## config.mk

```make
export PLATFORM = sky130hd
export DESIGN_NAME = ovr_device_flat
export DESIGN_NICKNAME = d
export VERILOG_FILES = /design/src/common/ovr_pkg.sv /design/src/common/ovr_link_if.sv /design/src/ovr_device.sv /design/src/flat_wrapper.sv
export VERILOG_INCLUDE_DIRS = /design/src /design/src/common
export SDC_FILE = /design/constraint.sdc
export NUM_CORES = 1
export LEC_CHECK = 0
export ABC_AREA = 1
export BUFFER_PORTS_ARGS = -buffer_cell sky130_fd_sc_hd__buf_2
export CELL_PAD_IN_SITES_DETAIL_PLACEMENT = 0
export CELL_PAD_IN_SITES_GLOBAL_PLACEMENT = 1
export CORE_MARGIN = 2
export CORE_UTILIZATION = 42
export CTS_CLUSTER_SIZE = 30
export DETAILED_ROUTE_END_ITERATION = 10
export PLACE_DENSITY_LB_ADDON = 0.15
export RECOVER_POWER = 50
export SYNTH_ARGS = -nofsm -noshare
export SYNTH_HDL_FRONTEND = slang
export SYNTH_SLANG_ARGS = --single-unit
```

## constraint.sdc

```tcl
create_clock -name clk_i -period 3.22 [get_ports clk_i]
set_input_delay 0.644 -clock clk_i [delete_from_list [all_inputs] [get_ports clk_i]]
set_output_delay 0.644 -clock clk_i [all_outputs]
set_load 0.01 [all_outputs]
```

## src/common/ovr_map.svh

```systemverilog
`ifndef OVR_MAP_SVH
`define OVR_MAP_SVH

// register indices; byte address is four times the index
`define OVR_IDX_CTRL      12'h000
`define OVR_IDX_THRESH    12'h001
`define OVR_IDX_STRETCH   12'h002
`define OVR_IDX_STATUS    12'h003
`define OVR_IDX_IRQ_STAT  12'h004
`define OVR_IDX_IRQ_MASK  12'h005
`define OVR_IDX_SPAN      12'h006
`define OVR_IDX_TRIM_BASE 12'h344
`define OVR_TRIM_COUNT    6

// control fields
`define OVR_CTRL_DUAL     0
`define OVR_CTRL_FG       1
`define OVR_CTRL_START    2
`define OVR_CTRL_INSEL    3
`define OVR_CTRL_W        4
`define OVR_CTRL_RST      4'h3

// threshold, stretch and span fields
`define OVR_THR_HI_LSB    0
`define OVR_THR_LO_LSB    8
`define OVR_THRESH_RST    16'h40e4
`define OVR_STRETCH_RST   3'h0
`define OVR_STRETCH_BASE  11'h008
`define OVR_SPAN_A_LSB    0
`define OVR_SPAN_B_LSB    8
`define OVR_SPAN_RST      16'h8080
`define OVR_TRIM_RST      8'h00

// interrupt bits: flags 0..3 rising, 4 calibration done
`define OVR_IRQ_W         5
`define OVR_IRQ_CAL       4

// trim slots relative to the trim base
`define OVR_TRIM_ADUAL    0
`define OVR_TRIM_ASINGLE  2
`define OVR_TRIM_CORE_B   4

// timing counts in device-clock cycles
`define OVR_CAL_CYCLES    64
`define OVR_QUIET_CYCLES  65536

`endif

```

## src/common/ovr_pkg.sv

```systemverilog
package ovr_pkg;

	typedef enum logic [0:0] {
		CAL_IDLE = 1'b0,
		CAL_RUN  = 1'b1
	} cal_state_t;

	typedef logic [7:0] trim_t;

endpackage

```

## src/common/ovr_link_if.sv

```systemverilog
`timescale 1ns/1ps

// over-range pins and sample stream between converter and logic device
interface ovr_link_if #(
	parameter int SAMPLE_W = 12
);
	logic                dual_mode;
	logic                samp_valid;
	logic [SAMPLE_W-1:0] samp_a;
	logic [SAMPLE_W-1:0] samp_b;
	logic                chan_a_high_flag;
	logic                chan_a_low_flag;
	logic                chan_b_high_flag;
	logic                chan_b_low_flag;

	modport dev (
		output dual_mode, samp_valid, samp_a, samp_b,
		output chan_a_high_flag, chan_a_low_flag, chan_b_high_flag, chan_b_low_flag
	);
	modport mon (
		input dual_mode, samp_valid, samp_a, samp_b,
		input chan_a_high_flag, chan_a_low_flag, chan_b_high_flag, chan_b_low_flag
	);
endinterface

```

## src/ovr_device.sv

```systemverilog
// Decided for this implementation: the Wishbone register port and the address map.
`timescale 1ns/1ps
`include "ovr_map.svh"

// Operation
// - compare sample magnitude with two thresholds
// - one threshold pair serves both channels
// - seven-bit magnitude, most negative saturates
// - flag set when magnitude reaches threshold
// - two flags per channel, index0 high
// - monitor ORs channels per threshold, single mode
// - stretch length eight times two to select
// - high near full scale, low near -12dBFS
// - raise gain while low flag stays quiet
// - samples are signed two's complement codes
// - dual rising edge, single both edges
// - foreground offset trims per core, input
// - software trims both cores together, single mode
// - separate span trim for each input
// - foreground halts data, background keeps converting
module ovr_device
	import ovr_pkg::*;
#(
	parameter int SAMPLE_W   = 12,
	parameter int CAL_CYCLES = `OVR_CAL_CYCLES
) (
	input  wire logic                clk_i,
	input  wire logic                rst_i,
	input  wire logic                wb_cyc_i,
	input  wire logic                wb_stb_i,
	input  wire logic                wb_we_i,
	input  wire logic [15:0]         wb_adr_i,
	input  wire logic [3:0]          wb_sel_i,
	input  wire logic [31:0]         wb_dat_i,
	output      logic [31:0]         wb_dat_o,
	output      logic                wb_ack_o,
	output      logic                irq_o,
	input  wire logic                conv_valid_i,
	input  wire logic [SAMPLE_W-1:0] conv_a_i,
	input  wire logic [SAMPLE_W-1:0] conv_b_i,
	output      logic [7:0]          input_a_span_trim_o,
	output      logic [7:0]          input_b_span_trim_o,
	ovr_link_if.dev                  link
);

	if (SAMPLE_W < 8 || SAMPLE_W > 24) begin : g_bad_width
		$error("sample width must be 8 to 24");
	end
	if (CAL_CYCLES < 1 || CAL_CYCLES > 65536) begin : g_bad_cal
		$error("calibration length must be 1 to 65536 cycles");
	end

	////////////////////////////////////////////////////////////////////////
	// helpers

	// byte-lane merge of a write into a stored word
	function automatic logic [31:0] merge(input logic [31:0] old, input logic [31:0] wd,
	                                      input logic [3:0] sel);
		logic [31:0] m;
		m = {{8{sel[3]}}, {8{sel[2]}}, {8{sel[1]}}, {8{sel[0]}}};
		merge = (old & ~m) | (wd & m);
	endfunction

	// magnitude of the top eight code bits; -128 has no +128 so it clips
	function automatic logic [6:0] mag7(input logic [7:0] u);
		logic [7:0] neg;
		neg = 8'(~u + 8'h01);
		if (!u[7])
			mag7 = u[6:0];
		else if (neg[7])
			mag7 = 7'h7f;
		else
			mag7 = neg[6:0];
	endfunction

	// signed trim added to a code, clipped to the code range
	function automatic logic [SAMPLE_W-1:0] trim_add(input logic [SAMPLE_W-1:0] s,
	                                                 input trim_t t);
		logic [SAMPLE_W:0] sum;
		sum = {s[SAMPLE_W-1], s} + {{(SAMPLE_W-7){t[7]}}, t};
		if (sum[SAMPLE_W] != sum[SAMPLE_W-1])
			trim_add = {sum[SAMPLE_W], {(SAMPLE_W-1){~sum[SAMPLE_W]}}};
		else
			trim_add = sum[SAMPLE_W-1:0];
	endfunction

	////////////////////////////////////////////////////////////////////////
	// register bus

	logic [11:0]             idx;
	logic                    req;
	logic                    wr;
	logic [31:0]             wmerged;
	logic [31:0]             wclr;
	logic [31:0]             rd;
	logic                    ack_q,     ack_d;
	logic [31:0]             dat_q,     dat_d;
	logic [`OVR_CTRL_W-1:0]  ctrl_q,    ctrl_d;
	logic [15:0]             thresh_q,  thresh_d;
	logic [2:0]              stretch_q, stretch_d;
	logic [15:0]             span_q,    span_d;
	logic [`OVR_IRQ_W-1:0]   ist_q,     ist_d;
	logic [`OVR_IRQ_W-1:0]   imask_q,   imask_d;
	logic                    irq_q,     irq_d;
	trim_t                   trim_q [`OVR_TRIM_COUNT];
	trim_t                   trim_d [`OVR_TRIM_COUNT];
	logic [`OVR_IRQ_W-1:0]   ev_irq;
	cal_state_t              cal_q,     cal_d;

	assign idx = wb_adr_i[13:2];
	assign req = wb_cyc_i & wb_stb_i;
	// writes land on the edge where the master sees ack
	assign wr  = req & wb_we_i & ack_q;

	// read decode; unmapped words read zero
	always_comb begin
		rd = 32'h0;
		case (idx)
			`OVR_IDX_CTRL:     rd = 32'(ctrl_q);
			`OVR_IDX_THRESH:   rd = 32'(thresh_q);
			`OVR_IDX_STRETCH:  rd = 32'(stretch_q);
			`OVR_IDX_STATUS:   rd = 32'(cal_q == CAL_RUN);
			`OVR_IDX_IRQ_STAT: rd = 32'(ist_q);
			`OVR_IDX_IRQ_MASK: rd = 32'(imask_q);
			`OVR_IDX_SPAN:     rd = 32'(span_q);
			default: begin
				for (int k = 0; k < `OVR_TRIM_COUNT; k++) begin
					if (idx == 12'(`OVR_IDX_TRIM_BASE + k))
						rd = 32'(trim_q[k]);
				end
			end
		endcase
	end

	assign wmerged = merge(rd, wb_dat_i, wb_sel_i);
	// clear mask from the selected lanes only, so an unselected lane clears nothing
	assign wclr    = merge(32'h0, wb_dat_i, wb_sel_i);

	// next register values
	always_comb begin
		ack_d     = req & ~ack_q;
		dat_d     = (req & ~ack_q) ? rd : dat_q;
		ctrl_d    = ctrl_q;
		ctrl_d[`OVR_CTRL_START] = 1'b0;  // start is a self-clearing strobe
		thresh_d  = thresh_q;
		stretch_d = stretch_q;
		span_d    = span_q;
		imask_d   = imask_q;
		ist_d     = ist_q;
		trim_d    = trim_q;
		if (wr) begin
			case (idx)
				`OVR_IDX_CTRL:     ctrl_d    = wmerged[`OVR_CTRL_W-1:0];
				`OVR_IDX_THRESH:   thresh_d  = wmerged[15:0];
				`OVR_IDX_STRETCH:  stretch_d = wmerged[2:0];
				`OVR_IDX_IRQ_MASK: imask_d   = wmerged[`OVR_IRQ_W-1:0];
				`OVR_IDX_IRQ_STAT: ist_d     = ist_q & ~wclr[`OVR_IRQ_W-1:0];
				`OVR_IDX_SPAN:     span_d    = wmerged[15:0];
				default: begin
					for (int k = 0; k < `OVR_TRIM_COUNT; k++) begin
						if (idx == 12'(`OVR_IDX_TRIM_BASE + k))
							trim_d[k] = wmerged[7:0];
					end
				end
			endcase
		end
		ist_d = ist_d | ev_irq;  // a new event beats a same-cycle clear
		irq_d = |(ist_d & imask_d);
	end

	always_ff @(posedge clk_i) begin
		if (rst_i) begin
			ack_q     <= 1'b0;
			dat_q     <= 32'h0;
			ctrl_q    <= `OVR_CTRL_RST;
			thresh_q  <= `OVR_THRESH_RST;
			stretch_q <= `OVR_STRETCH_RST;
			span_q    <= `OVR_SPAN_RST;
			ist_q     <= '0;
			imask_q   <= '0;
			irq_q     <= 1'b0;
			for (int k = 0; k < `OVR_TRIM_COUNT; k++)
				trim_q[k] <= `OVR_TRIM_RST;
		end else begin
			ack_q     <= ack_d;
			dat_q     <= dat_d;
			ctrl_q    <= ctrl_d;
			thresh_q  <= thresh_d;
			stretch_q <= stretch_d;
			span_q    <= span_d;
			ist_q     <= ist_d;
			imask_q   <= imask_d;
			irq_q     <= irq_d;
			trim_q    <= trim_d;
		end
	end

	assign wb_ack_o            = ack_q;
	assign wb_dat_o            = dat_q;
	assign irq_o               = irq_q;
	assign input_a_span_trim_o = span_q[`OVR_SPAN_A_LSB +: 8];
	assign input_b_span_trim_o = span_q[`OVR_SPAN_B_LSB +: 8];

	////////////////////////////////////////////////////////////////////////
	// calibration sequencer

	logic        dual;
	logic        fg;
	logic [15:0] cal_cnt_q, cal_cnt_d;

	assign dual = ctrl_q[`OVR_CTRL_DUAL];
	assign fg   = ctrl_q[`OVR_CTRL_FG];

	// background mode never stops the data, so start is ignored there
	always_comb begin
		cal_d     = cal_q;
		cal_cnt_d = cal_cnt_q;
		ev_irq[`OVR_IRQ_CAL] = 1'b0;
		case (cal_q)
			CAL_IDLE: begin
				if (ctrl_q[`OVR_CTRL_START] && fg) begin
					cal_d     = CAL_RUN;
					cal_cnt_d = 16'(CAL_CYCLES - 1);
				end
			end
			CAL_RUN: begin
				if (cal_cnt_q == 16'h0) begin
					cal_d = CAL_IDLE;
					ev_irq[`OVR_IRQ_CAL] = 1'b1;
				end else begin
					cal_cnt_d = cal_cnt_q - 16'h1;
				end
			end
			default: cal_d = CAL_IDLE;
		endcase
	end

	always_ff @(posedge clk_i) begin
		if (rst_i) begin
			cal_q     <= CAL_IDLE;
			cal_cnt_q <= 16'h0;
		end else begin
			cal_q     <= cal_d;
			cal_cnt_q <= cal_cnt_d;
		end
	end

	////////////////////////////////////////////////////////////////////////
	// sample path: trim, then magnitude compare

	// port a is core A (rising edge); port b is core B, which in single mode
	// carries the falling-edge sample of the same input
	trim_t               trim_a;
	trim_t               trim_b;
	logic                insel;
	logic [SAMPLE_W-1:0] smp_a_q, smp_a_d, smp_b_q, smp_b_d;
	logic                vld_q, vld_d, dual_q;

	assign insel = ctrl_q[`OVR_CTRL_INSEL];

	// trims only act in foreground mode; background calibration owns offset
	always_comb begin
		trim_a = 8'h00;
		trim_b = 8'h00;
		if (fg) begin
			trim_a = dual ? trim_q[`OVR_TRIM_ADUAL]
			              : trim_q[`OVR_TRIM_ASINGLE + int'(insel)];
			trim_b = dual ? trim_q[`OVR_TRIM_CORE_B + 1]
			              : trim_q[`OVR_TRIM_CORE_B + int'(insel)];
		end
		vld_d   = conv_valid_i & (cal_q == CAL_IDLE);
		smp_a_d = vld_d ? trim_add(conv_a_i, trim_a) : smp_a_q;
		smp_b_d = vld_d ? trim_add(conv_b_i, trim_b) : smp_b_q;
	end

	always_ff @(posedge clk_i) begin
		if (rst_i) begin
			vld_q   <= 1'b0;
			smp_a_q <= '0;
			smp_b_q <= '0;
			dual_q  <= 1'b1;
		end else begin
			vld_q   <= vld_d;
			smp_a_q <= smp_a_d;
			smp_b_q <= smp_b_d;
			dual_q  <= dual;
		end
	end

	// magnitude doubled so 8-bit thresholds span the 7-bit magnitude
	logic [7:0] mag2 [2];
	logic [3:0] ev;
	logic [3:0] flag_q;
	logic [3:0] flag_d;
	logic [10:0] len;

	assign mag2[0] = {mag7(smp_a_q[SAMPLE_W-1 -: 8]), 1'b0};
	assign mag2[1] = {mag7(smp_b_q[SAMPLE_W-1 -: 8]), 1'b0};
	assign len     = `OVR_STRETCH_BASE << stretch_q;

	// flag index: channel * 2 + threshold, threshold 0 high, 1 low
	for (genvar i = 0; i < 4; i++) begin : g_flag
		logic [10:0] cnt_q, cnt_d;

		assign ev[i] = vld_q & (mag2[i/2] >= thresh_q[(i%2)*8 +: 8]);

		always_comb begin
			if (ev[i])
				cnt_d = len;
			else if (cnt_q != 11'h0)
				cnt_d = cnt_q - 11'h1;
			else
				cnt_d = 11'h0;
			flag_d[i]    = cnt_d != 11'h0;
			ev_irq[i]    = flag_d[i] & ~flag_q[i];
		end

		always_ff @(posedge clk_i) begin
			if (rst_i) begin
				cnt_q     <= 11'h0;
				flag_q[i] <= 1'b0;
			end else begin
				cnt_q     <= cnt_d;
				flag_q[i] <= flag_d[i];
			end
		end
	end

	// link outputs, all straight from flops
	assign link.dual_mode        = dual_q;
	assign link.samp_valid       = vld_q;
	assign link.samp_a           = smp_a_q;
	assign link.samp_b           = smp_b_q;
	assign link.chan_a_high_flag = flag_q[0];
	assign link.chan_a_low_flag  = flag_q[1];
	assign link.chan_b_high_flag = flag_q[2];
	assign link.chan_b_low_flag  = flag_q[3];

endmodule

```

## src/flat_wrapper.sv

```systemverilog
// flat-port wrapper written by rule: the top's interface ports become plain ports
module ovr_device_flat import ovr_pkg::*;
#(
	parameter int SAMPLE_W   = 12,
	parameter int CAL_CYCLES = `OVR_CAL_CYCLES
)
  (clk_i, rst_i, wb_cyc_i, wb_stb_i, wb_we_i, wb_adr_i, wb_sel_i, wb_dat_i, wb_dat_o, wb_ack_o, irq_o, conv_valid_i, conv_a_i, conv_b_i, input_a_span_trim_o, input_b_span_trim_o, link_dual_mode, link_samp_valid, link_samp_a, link_samp_b, link_chan_a_high_flag, link_chan_a_low_flag, link_chan_b_high_flag, link_chan_b_low_flag);
  ovr_link_if #(.SAMPLE_W(SAMPLE_W)) link_i ();
  input  wire logic clk_i;
  input  wire logic rst_i;
  input  wire logic wb_cyc_i;
  input  wire logic wb_stb_i;
  input  wire logic wb_we_i;
  input  wire logic [15:0] wb_adr_i;
  input  wire logic [3:0] wb_sel_i;
  input  wire logic [31:0] wb_dat_i;
  output      logic [31:0] wb_dat_o;
  output      logic wb_ack_o;
  output      logic irq_o;
  input  wire logic conv_valid_i;
  input  wire logic [SAMPLE_W-1:0] conv_a_i;
  input  wire logic [SAMPLE_W-1:0] conv_b_i;
  output      logic [7:0] input_a_span_trim_o;
  output      logic [7:0] input_b_span_trim_o;
  output wire logic [$bits(link_i.dual_mode)-1:0] link_dual_mode;
  output wire logic [$bits(link_i.samp_valid)-1:0] link_samp_valid;
  output wire logic [$bits(link_i.samp_a)-1:0] link_samp_a;
  output wire logic [$bits(link_i.samp_b)-1:0] link_samp_b;
  output wire logic [$bits(link_i.chan_a_high_flag)-1:0] link_chan_a_high_flag;
  output wire logic [$bits(link_i.chan_a_low_flag)-1:0] link_chan_a_low_flag;
  output wire logic [$bits(link_i.chan_b_high_flag)-1:0] link_chan_b_high_flag;
  output wire logic [$bits(link_i.chan_b_low_flag)-1:0] link_chan_b_low_flag;
  assign link_dual_mode = link_i.dual_mode;
  assign link_samp_valid = link_i.samp_valid;
  assign link_samp_a = link_i.samp_a;
  assign link_samp_b = link_i.samp_b;
  assign link_chan_a_high_flag = link_i.chan_a_high_flag;
  assign link_chan_a_low_flag = link_i.chan_a_low_flag;
  assign link_chan_b_high_flag = link_i.chan_b_high_flag;
  assign link_chan_b_low_flag = link_i.chan_b_low_flag;
  ovr_device #(.SAMPLE_W(SAMPLE_W), .CAL_CYCLES(CAL_CYCLES)) u_core (.clk_i(clk_i), .rst_i(rst_i), .wb_cyc_i(wb_cyc_i), .wb_stb_i(wb_stb_i), .wb_we_i(wb_we_i), .wb_adr_i(wb_adr_i), .wb_sel_i(wb_sel_i), .wb_dat_i(wb_dat_i), .wb_dat_o(wb_dat_o), .wb_ack_o(wb_ack_o), .irq_o(irq_o), .conv_valid_i(conv_valid_i), .conv_a_i(conv_a_i), .conv_b_i(conv_b_i), .input_a_span_trim_o(input_a_span_trim_o), .input_b_span_trim_o(input_b_span_trim_o), .link(link_i));
endmodule
```

==> flow_metrics.tcl, run 1 <==
set metrics [dict create \
    outcome "completed" \
    finalNetCount 2234 \
    worst_pin_slew_ps 1020 \
    synth_ff_type "dfxtp_1" \
    p_leak_uw 0.00741 \
    fp-row-count 63 \
    diodes 0 \
    setup-tns-final_ps 0 \
    cts-root-buf "clkbuf_16" \
    hpwl_mm 29.5 \
    grt_pass1_wl_mm 59.9 \
    end_kind "flip-flop" \
    ios 162 \
    wl_per_cell_um 15.6 \
    fin_cells 2496 \
    syn_area_per_cell_um2 6.61 \
    rr_startpoint "u_core.link.samp_a[4]$_SDFFE_PP0P_" \
    ff2ff_setup_slack_ps 120 \
    gp_congestion 0.880 \
    fill_cells 3090 \
    grtUsageMet3_pct 2.60 \
    postRouteAntennaNets 0 \
    core-area_um2 29600 \
    clk_latency_ps 520 \
    drc 0 \
    cts.hold.buffers_added 0 \
    finalCritPeriodShare_pct 96.4 \
    cts_sinks 206 \
    critPathArrivalTime_ps 3480 \
    grt_max_degree 86 \
    cp-start-kind "flip-flop" \
    grtUsageMet1_pct 33.8 \
    die_width_um 177 \
    htree_levels 1 \
    syn_inst 1902 \
    antenna_found_initial 0 \
    maxSlewHeadroom_pct 31.9 \
    setup_ws_ps 116 \
    hp-class "input pin to flip-flop" \
    cts_tree "built" \
    dr.pass1.iters 5 \
    period_needed_ps 3100 \
    floorplan.initialDensity_pct 42.5 \
    grt_use_met2_pct 38.9 \
    io_buffers 123 \
    area_delta_synth_final_pct 20.9 \
    routed_wl_mm 38.9 \
    grt-busiest-layer "met2" \
    reg2reg_depth 23 \
    vias_per_cell 5.10 \
    grt.overflow.total 0 \
    hold_start "wb_dat_i[11]" \
    grt_usage_pct 24.0 \
    whs_ps 433 \
    vias 12700 \
    crit_end "u_core.irq_o$_SDFF_PP0_" \
    die_area_um2 31300 \
    dp.cells 2448 \
    pre_cts_ws_ps -66.0 \
    drive_gt1_share_pct 15.6 \
    drt_iter0_markers 803 \
    max_freq_mhz 322 \
    worstSetupStartpoint "u_core.link.samp_a[4]$_SDFFE_PP0P_" \
    max-cap-violations 0 \
    worst-endpoint-required_ps 3590 \
    syn_area_um2 12600 \
    clk_pin_slew_ps 60 \
    rsz0062_at_grt "true" \
    critical_path_class "flip-flop to flip-flop" \
    power_density_nw_per_um2 585 \
    ys_ff_latch 206 \
    r2r-end "u_core.irq_o$_SDFF_PP0_" \
    cts_max_path_buffers 3 \
    cts_inserted_buffers 25 \
    drv_slew 0 \
    fin_skew_ps 10.0 \
    synth_async_sr_flop_share_pct 0 \
    synth_edf_count 0 \
    finalSetupViolations 0 \
    synth.distinct_cells 50 \
    finalHoldViolCount 0 \
    die_height_um 177 \
    fin_util_pct 51.4 \
    seq_area_frac_synth_pct 32.8 \
    peakVddDrop_v 0.000329 \
    path_max_fanout 5 \
    yosysWarnings 0 \
    grt_pass1_vias 11400 \
]
-- per-layer routing --
metal  part of all wire, %  wire (um)
met4                   2.7       1030
met3                   4.5       1740
met2                    45      17600
met1                    48      18500
met5                     0          0
-- report_power, final --
part | internal, uW | leakage (uW) | switching [uW]
Sequential | 2810 | 0.00168 | 190
Combinational | 1310 | 0.00535 | 1860
Clock | 1630 | 0.000384 | 1100
Total | 5750 | 0.00741 | 3150
-- cells by family after synthesis --
logic type / after synthesis / synth area share, %
flip-flops: 206 / 32.8
other: 1 / 0.0298
XOR/XNOR: 35 / 2.44
AND/OR/NAND/NOR: 834 / 29.3
AO/OA/AOI/OAI: 394 / 17.1
adder cells (fa/ha/maj): 61 / 6.19
multiplexers: 8 / 0.637
buffers and inverters: 363 / 11.5
-- critical path: stages (launching register included) --
cell	delay [ps]
dfxtp_2	330
inv_2	80
ha_4	130
inv_2	40
nor3_4	220
nand3_2	120
nand3_2	110
nand3_4	100
ha_4	290
nand2_2	50
o21a_1	170
nand2_2	110
nand2_4	80
buf_6	180
o21ai_4	160
nand2_2	70
nor2_2	120
nand3_2	100
nand2_2	100
nand2_1	50
nand2_1	90
nand3_1	80
nor2_1	100
nor2_1	40
-- cells in the final DEF, fill, tap and decap left out, types with 59 or more instances in the layout --
master and instances:
dfxtp_1 200, nand2_1 333, a21oi_1 158, buf_4 83, o21ai_0 147, inv_1 277
nand3_1 143, clkbuf_1 59, nor2_1 196, buf_2 71
-- state kept, by name (all words and copies together), names as in the netlist, 3 cells and up --
signal	count
u_core.ist_q	5
u_core.link.samp_a	12
u_core.span_q	16
u_core.link.samp_b	12
u_core.ctrl_q	4
u_core.cal_cnt_q	16
u_core.trim_q	48
u_core.g_flag.cnt_q	44
u_core.imask_q	5
u_core.wb_dat_o	16
u_core.stretch_q	3
u_core.thresh_q	16
-- area by class of cell --
| class | count | area (um^2) | area share [%] |
|---|---|---|---|
| clock buffer | 37 | 731 | 4.81 |
| clock inverter | 5 | 52.6 | 0.346 |
| inverter | 294 | 1100 | 7.26 |
| multi-input combinational | 1348 | 7380 | 48.6 |
| sequential | 206 | 4130 | 27.2 |
| tap | 390 | 488 | 3.21 |
| timing repair buffer | 216 | 1310 | 8.64 |
-- cell usage after synthesis (5+ instances only) --
cell      count  share of area (%)
nand2_1     353                 11
inv_1       282                8.4
dfxtp_1     206                 33
nor2_1      205                6.1
a21oi_1     162                6.5
o21ai_0     157                6.3
nand3_1     156                6.2
ha_1         59                5.9
clkbuf_1     39                1.2
nor3_1       30                1.2
nand4_1      25                1.2
xor2_1       24                1.7
buf_4        19                1.1
o21bai_1     19                1.1
nand2_2      17               0.85
o211ai_1     15               0.90
o21ai_1      12               0.48
xnor2_1      11               0.77
nor2_4       10               0.90
inv_2         9               0.27
or2_2         9               0.45
buf_2         8               0.32
mux2i_1       8               0.64
nand3b_1      7               0.42
a221oi_1      6               0.42
nor2_2        6               0.30
o21a_1        5               0.30
-- worst min path at each step --
stage	end	slack, ps	cells after the start
5_1_grt	u_core.span_q[12]$_SDFFE_PP0P_	440	3
2_1_floorplan	u_core.cal_cnt_q[14]$_SDFFE_PP0P_	420	1
6_report	u_core.span_q[11]$_SDFFE_PP0P_	430	3
3_5_place_dp	u_core.g_flag[0].cnt_q[0]$_SDFF_PP0_	440	1
4_1_cts	u_core.span_q[12]$_SDFFE_PP0P_	420	3
3_3_place_gp	u_core.g_flag[0].cnt_q[0]$_SDFF_PP0_	430	1
-- stage by stage --
| step | power, uW | cell area, um^2 |
|---|---|---|
| 2_1_floorplan | 5050 | 12600 |
| 6_report | 8900 | 15200 |
| 3_3_place_gp | 5930 | 14100 |
| 5_1_grt | 9540 | 15200 |
| 4_1_cts | 8730 | 14900 |
| 3_5_place_dp | 5960 | 14100 |
-- timing repair --
action,4_1_cts,5_1_grt
endpoints found under the hold margin,0,0
setup buffers,0,4
resized for setup,4,98
cloned,0,2
pin swaps,0,42
endpoints found under the setup margin,1,23
(Power assumes the default switching activity.)
==> run 2: changes to the inputs <==
- CORE_UTILIZATION: 42 -> 43
- CTS_BUF_LIST: unset -> sky130_fd_sc_hd__clkbuf_4 sky130_fd_sc_hd__clkbuf_8
==> run 2 against run 1 <==
Net effect: core utilization grew 1.2 points; setup slack gained 19 ps; clock-buffer cell count grew 26.
==> flow_metrics.tcl, run 2 (same netlist as run 1, synthesis figures left out) <==
set metrics [dict create \
    hp-class "input pin to flip-flop" \
    cpPeakStageDelay_ps 360 \
    drc 0 \
    routed_wl_mm 38.5 \
    cts_tree "built" \
    vias 12800 \
    layout_commonest_cell "nand2_1" \
    grt_usage_pct 24.5 \
    worst_pin_slew_ps 1260 \
    die_width_um 175 \
    cp-start-kind "flip-flop" \
    reg_top3 "u_core.trim_q (48), u_core.g_flag.cnt_q (44)" \
    cts_max_path_buffers 3 \
    die_area_um2 30600 \
    grt_pass1_wl_mm 60.0 \
    rsz0062_at_grt "true" \
    path_buf_inv 3 \
    period_needed_ps 3090 \
    wl_per_cell_um 15.4 \
    max_freq_mhz 324 \
    grt_max_degree 81 \
    top_register "u_core.trim_q" \
    setup-tns-final_ps 0 \
    ff2ff_setup_slack_ps 130 \
    drt_iter0_markers 830 \
    htree_levels 2 \
    area_delta_synth_final_pct 20.4 \
    min_delay_path_depth 3 \
    clk_latency_ps 550 \
    dr.pass1.iters 5 \
    maxSlewHeadroom_pct 16.3 \
    gp_congestion 0.920 \
    max-cap-violations 0 \
    outcome "completed" \
    reg2reg_depth 25 \
    diodes 0 \
    finalCritPeriodShare_pct 95.8 \
    fill_cells 3006 \
    fp-row-count 62 \
    hpwl_mm 29.0 \
    core-area_um2 28800 \
    final_cell_mix "nand2_1 (345), inv_1 (282), dfxtp_1 (201)" \
    cts_inserted_buffers 40 \
    r2r-end "u_core.irq_o$_SDFF_PP0_" \
    finalSetupViolations 0 \
    postRouteAntennaNets 0 \
    largest_reg_flops 48 \
    floorplan.initialDensity_pct 43.7 \
    die_height_um 175 \
    p_leak_uw 0.00758 \
    fin_util_pct 52.6 \
    drv_slew 0 \
    clk_pin_slew_ps 60 \
    rr_startpoint "u_core.link.samp_a[4]$_SDFFE_PP0P_" \
    io_buffers 123 \
    cts.hold.buffers_added 0 \
    vias_per_cell 5.10 \
    end_kind "flip-flop" \
    worst-endpoint-required_ps 3620 \
    grt_pass1_vias 11300 \
    peakVddDrop_v 0.000234 \
    antenna_found_initial 1 \
    path_max_fanout 7 \
    critical_path_class "flip-flop to flip-flop" \
    grt.overflow.total 0 \
    critPathArrivalTime_ps 3480 \
    critPathMostFrequentCell "nand2_1" \
    hold_start "wb_dat_i[10]" \
    cts_sinks 206 \
    power_density_nw_per_um2 564 \
    crit_family "simple AND/OR/NAND/NOR gates" \
    drive_gt1_share_pct 17.8 \
    finalHoldViolCount 0 \
    ios 162 \
    cts-root-buf "clkbuf_8" \
    holdPathEnd "u_core.thresh_q[10]$_SDFFE_PP0P_" \
    crit_slowest_cell "dfxtp_1" \
    fin_skew_ps 26.3 \
    finalNetCount 2238 \
]
## run 2: cell count changes in the layout (fill, tap and decap cells not counted), moves of 5 or more
cell | before | now
nand2_2 | 32 | 24
inv_1 | 277 | 282
clkbuf_4 | 0 | 13
buf_4 | 83 | 74
buf_2 | 71 | 122
clkbuf_1 | 59 | 0
clkbuf_8 | 6 | 50
inv_2 | 14 | 9
nand2_1 | 333 | 345
clkbuf_16 | 26 | 1
## run 2: report_power, final
group          total (uW)  internal (uW)  switching, uW
Sequential           3000           2810            188
Clock                2680           1540           1150
Combinational        2860           1130           1730
Total                8540           5480           3060
## run 2: worst max path at each step
stage                                             startpoint                                  to  slack (ps)  cells after the start
after floorplan                u_core.ctrl_q[3]$_SDFFE_PP0P_  u_core.link.samp_a[5]$_SDFFE_PP0P_         280                     22
after global placement    u_core.link.samp_a[4]$_SDFFE_PP0P_             u_core.irq_o$_SDFF_PP0_          30                     23
after detailed placement  u_core.link.samp_a[4]$_SDFFE_PP0P_             u_core.irq_o$_SDFF_PP0_         -20                     23
after CTS                 u_core.link.samp_a[4]$_SDFFE_PP0P_             u_core.irq_o$_SDFF_PP0_           5                     23
after global routing      u_core.link.samp_a[5]$_SDFFE_PP0P_             u_core.irq_o$_SDFF_PP0_        -100                     24
final                     u_core.link.samp_a[4]$_SDFFE_PP0P_             u_core.irq_o$_SDFF_PP0_         130                     25
## run 2: layout make-up
class,count,area [um^2],share of cell area (%)
Multi-Input combinational cell,1348,7320,48.3
Clock buffer,63,786,5.19
Sequential cell,206,4130,27.3
Inverter,294,1100,7.29
Timing Repair Buffer,205,1290,8.54
Clock inverter,4,27.5,0.182
Tap cell,384,480,3.17
## run 2: per-layer routing
metal  global-route usage [%]  wire length [um]  share of wire, %
met4                     6.63               827               2.1
met5                        0                 8             0.021
met2                     38.8             17200                45
met1                     34.8             18500                48
met3                     3.57              2040               5.3
## run 2: repair_timing
action | 4_1_cts | 5_1_grt
pin swaps | 0 | 16
buffers inserted | 0 | 6
endpoints found under the setup margin | 1 | 27
resized for setup | 1 | 72
gates cloned | 0 | 3
## run 2: metrics by stage
stage          setup WS, ps  hold WS, ps  cell area [um^2]  power (uW)  instances
2_1_floorplan           275          422             12600        5050       1917
3_3_place_gp           27.3          431             14000        5740       2428
3_5_place_dp          -15.4          444             14000        5760       2428
4_1_cts                5.47          401             14800        8460       2495
5_1_grt               -98.7          430             15100        9200       2504
6_report                134          417             15100        8540       2504
## run 2: worst register-to-register path: stages (launching register included)
cell and delay (ps):
dfxtp_1 360, inv_1 70, ha_1 200, inv_1 120, nor3_4 70, nand3_2 90, nand2_1 50, nand2_1 100
nand3_4 110, ha_4 290, nand2_1 70, nor2_1 110, nand2_1 80, nand2_2 120, nand2_4 90, buf_12 170
o21ai_1 170, nand2_1 70, nor2_1 110, nand3_2 90, nand2_1 110, nand2_1 60, nand2_1 70, nand3_1 60
nor2_1 90, nor2_1 40
==> run 3: changes to the inputs <==
--- a/config.mk
+++ b/config.mk
@@ -12,3 +12,2 @@
 export CELL_PAD_IN_SITES_GLOBAL_PLACEMENT = 1
-export CORE_MARGIN = 2
 export CORE_UTILIZATION = 43
--- a/constraint.sdc
+++ b/constraint.sdc
@@ -3,2 +3,2 @@
 set_output_delay 0.644 -clock clk_i [all_outputs]
-set_load 0.01 [all_outputs]
+set_load 0.005 [all_outputs]
==> run 3 against run 2 <==
Net effect: sequential share of layout area is 0.055 points lower; critical path depth is 1 lower; via count hardly changed; core utilization is 0.28 points higher; hold slack hardly changed; first-iteration DRC count is 18% higher; clock power hardly changed; combinational power is 6% higher; non-clock buffer count is 21 higher; sequential cell count stayed put; largest cell class unchanged; largest power group is now combinational cells.
==> flow_metrics.tcl, run 3 (same netlist as run 1, synthesis figures left out) <==
set metrics [dict create \
    cp-start-kind "flip-flop" \
    crit_slowest_cell "dfxtp_2" \
    critPathArrivalTime_ps 3450 \
    vias 12800 \
    path_max_fanout 7 \
    drt_iter0_markers 979 \
    peakVddDrop_v 0.000340 \
    finalSetupViolations 0 \
    cpPeakStageDelay_ps 340 \
    postRouteAntennaNets 0 \
    grt_max_degree 86 \
    power_density_nw_per_um2 575 \
    final_area_um2 15200 \
    htree_levels 2 \
    cts_tree "built" \
    routed_wl_mm 38.3 \
    rsz0062_at_grt "true" \
    hpwl_mm 29.2 \
    die_height_um 173 \
    rr_startpoint "u_core.link.samp_a[5]$_SDFFE_PP0P_" \
    worst-endpoint-required_ps 3590 \
    clk_latency_ps 530 \
    fin_cells 2524 \
    area_delta_synth_final_pct 20.8 \
    fill_cells 2930 \
    hold_start "wb_dat_i[9]" \
    max_freq_mhz 325 \
    maxSlewHeadroom_pct 39.2 \
    fp-row-count 62 \
    finalCritPeriodShare_pct 95.5 \
    crit_chain "inv_2, ha_2, inv_1, nor3_2, nand3_1, nand3_2, nand3_4, buf_6, ha_4, nand2_1, o21a_1, nand2_4, buf_4, nand3_1, nand2_1, nand2_1, nor2_2, nand3_2, nand2_2, nand2_1, nand2_1, nand2_1, nor2_1, nor2_1" \
    die_width_um 173 \
    crit_family "simple AND/OR/NAND/NOR gates" \
    grt_pass1_vias 11400 \
    grt.overflow.total 0 \
    holdPathEnd "u_core.thresh_q[9]$_SDFFE_PP0P_" \
    final_cell_mix "nand2_1 (347), inv_1 (280), dfxtp_1 (201)" \
    die_area_um2 29900 \
    finalHoldViolCount 0 \
    drc 0 \
    finalNetCount 2258 \
    drv_slew 0 \
    end_kind "flip-flop" \
    outcome "completed" \
    diodes 0 \
    largest_reg_flops 48 \
    gp_congestion 0.911 \
    vias_per_cell 5.06 \
    fin_util_pct 52.9 \
    grt_usage_pct 25.0 \
    critPathMostFrequentCell "nand2_1" \
    dr.pass1.iters 6 \
    layout_commonest_cell "nand2_1" \
    cts-root-buf "clkbuf_8" \
    period_needed_ps 3080 \
    postPlaceCellArea_um2 14200 \
    max-cap-violations 0 \
    cts_max_path_buffers 3 \
    reg_top3 "u_core.trim_q (48), u_core.g_flag.cnt_q (44)" \
    path_buf_inv 4 \
    wl_per_cell_um 15.2 \
    top_register "u_core.trim_q" \
    fin_skew_ps 25.0 \
    drive_gt1_share_pct 17.1 \
    p_leak_uw 0.00760 \
    ff2ff_setup_slack_ps 140 \
    reg2reg_depth 24 \
    floorplan.initialDensity_pct 43.8 \
    min_delay_path_depth 3 \
    antenna_found_initial 0 \
    worst_pin_slew_ps 912 \
    ios 162 \
    cts.hold.buffers_added 0 \
    cts_sinks 206 \
    clk_pin_slew_ps 60 \
    grt_pass1_wl_mm 60.4 \
    setup_ws_ps 143 \
    io_buffers 123 \
    power_uw 8720 \
    critical_path_class "flip-flop to flip-flop" \
    pre_cts_ws_ps -156 \
    r2r-end "u_core.irq_o$_SDFF_PP0_" \
    hp-class "input pin to flip-flop" \
    core-area_um2 28700 \
    dp.cells 2454 \
    cts_inserted_buffers 39 \
]
[run 3: worst max-delay path by stage]
stage | end | depth (start not counted) | from | slack [ps]
final | u_core.irq_o$_SDFF_PP0_ | 24 | u_core.link.samp_a[5]$_SDFFE_PP0P_ | 140
after global routing | u_core.irq_o$_SDFF_PP0_ | 24 | u_core.link.samp_b[5]$_SDFFE_PP0P_ | -100
after CTS | u_core.irq_o$_SDFF_PP0_ | 25 | u_core.link.samp_a[5]$_SDFFE_PP0P_ | 20
after floorplan | u_core.link.samp_a[5]$_SDFFE_PP0P_ | 22 | u_core.ctrl_q[3]$_SDFFE_PP0P_ | 280
after detailed placement | u_core.irq_o$_SDFF_PP0_ | 25 | u_core.link.samp_a[5]$_SDFFE_PP0P_ | -160
after global placement | u_core.irq_o$_SDFF_PP0_ | 23 | u_core.link.samp_a[5]$_SDFFE_PP0P_ | -60
[run 3: layer usage]
layer | global-route usage [%] | vias to the layer above | routed length [um]
met5 | 0 | - | 0
met4 | 6.93 | 0 | 856
met3 | 3.19 | 59 | 1980
met2 | 38.8 | 327 | 16600
met1 | 36.3 | 5785 | 18800
li1 | - | 6609 | -
[run 3: final cells by class]
class / count / area (um^2) / area share (%)
clock buffer: 65 / 826 / 5.44
clock inverter: 1 / 5.00 / 0.0330
inverter: 294 / 1100 / 7.27
multi-input combinational: 1348 / 7240 / 47.7
sequential: 206 / 4130 / 27.2
tap: 384 / 480 / 3.17
timing repair buffer: 226 / 1390 / 9.17
[run 3: power breakdown]
part	switching, uW	total, uW	internal (uW)	leakage [uW]
Combinational	1750	3020	1270	0.00547
Sequential	187	3000	2810	0.00168
Clock	1110	2710	1600	0.000443
[run 3: repair_timing]
action	CTS	global route
gates cloned	0	1
pin swaps	0	16
setup endpoints to repair	4	26
setup buffers	0	3
hold endpoints to repair	0	0
resized for setup	6	65
[run 3: worst min-delay path, stage by stage]
cell,delay [ps]
buf_2,80
mux2i_1,70
a21oi_1,120
[run 3: per-stage QoR]
| stage | setup TNS, ps | hold slack, ps |
|---|---|---|
| floorplan | 0 | 422 |
| global placement | -58.6 | 430 |
| detailed placement | -174 | 441 |
| CTS | 0 | 412 |
| global route | -105 | 451 |
| finish | 0 | 417 |
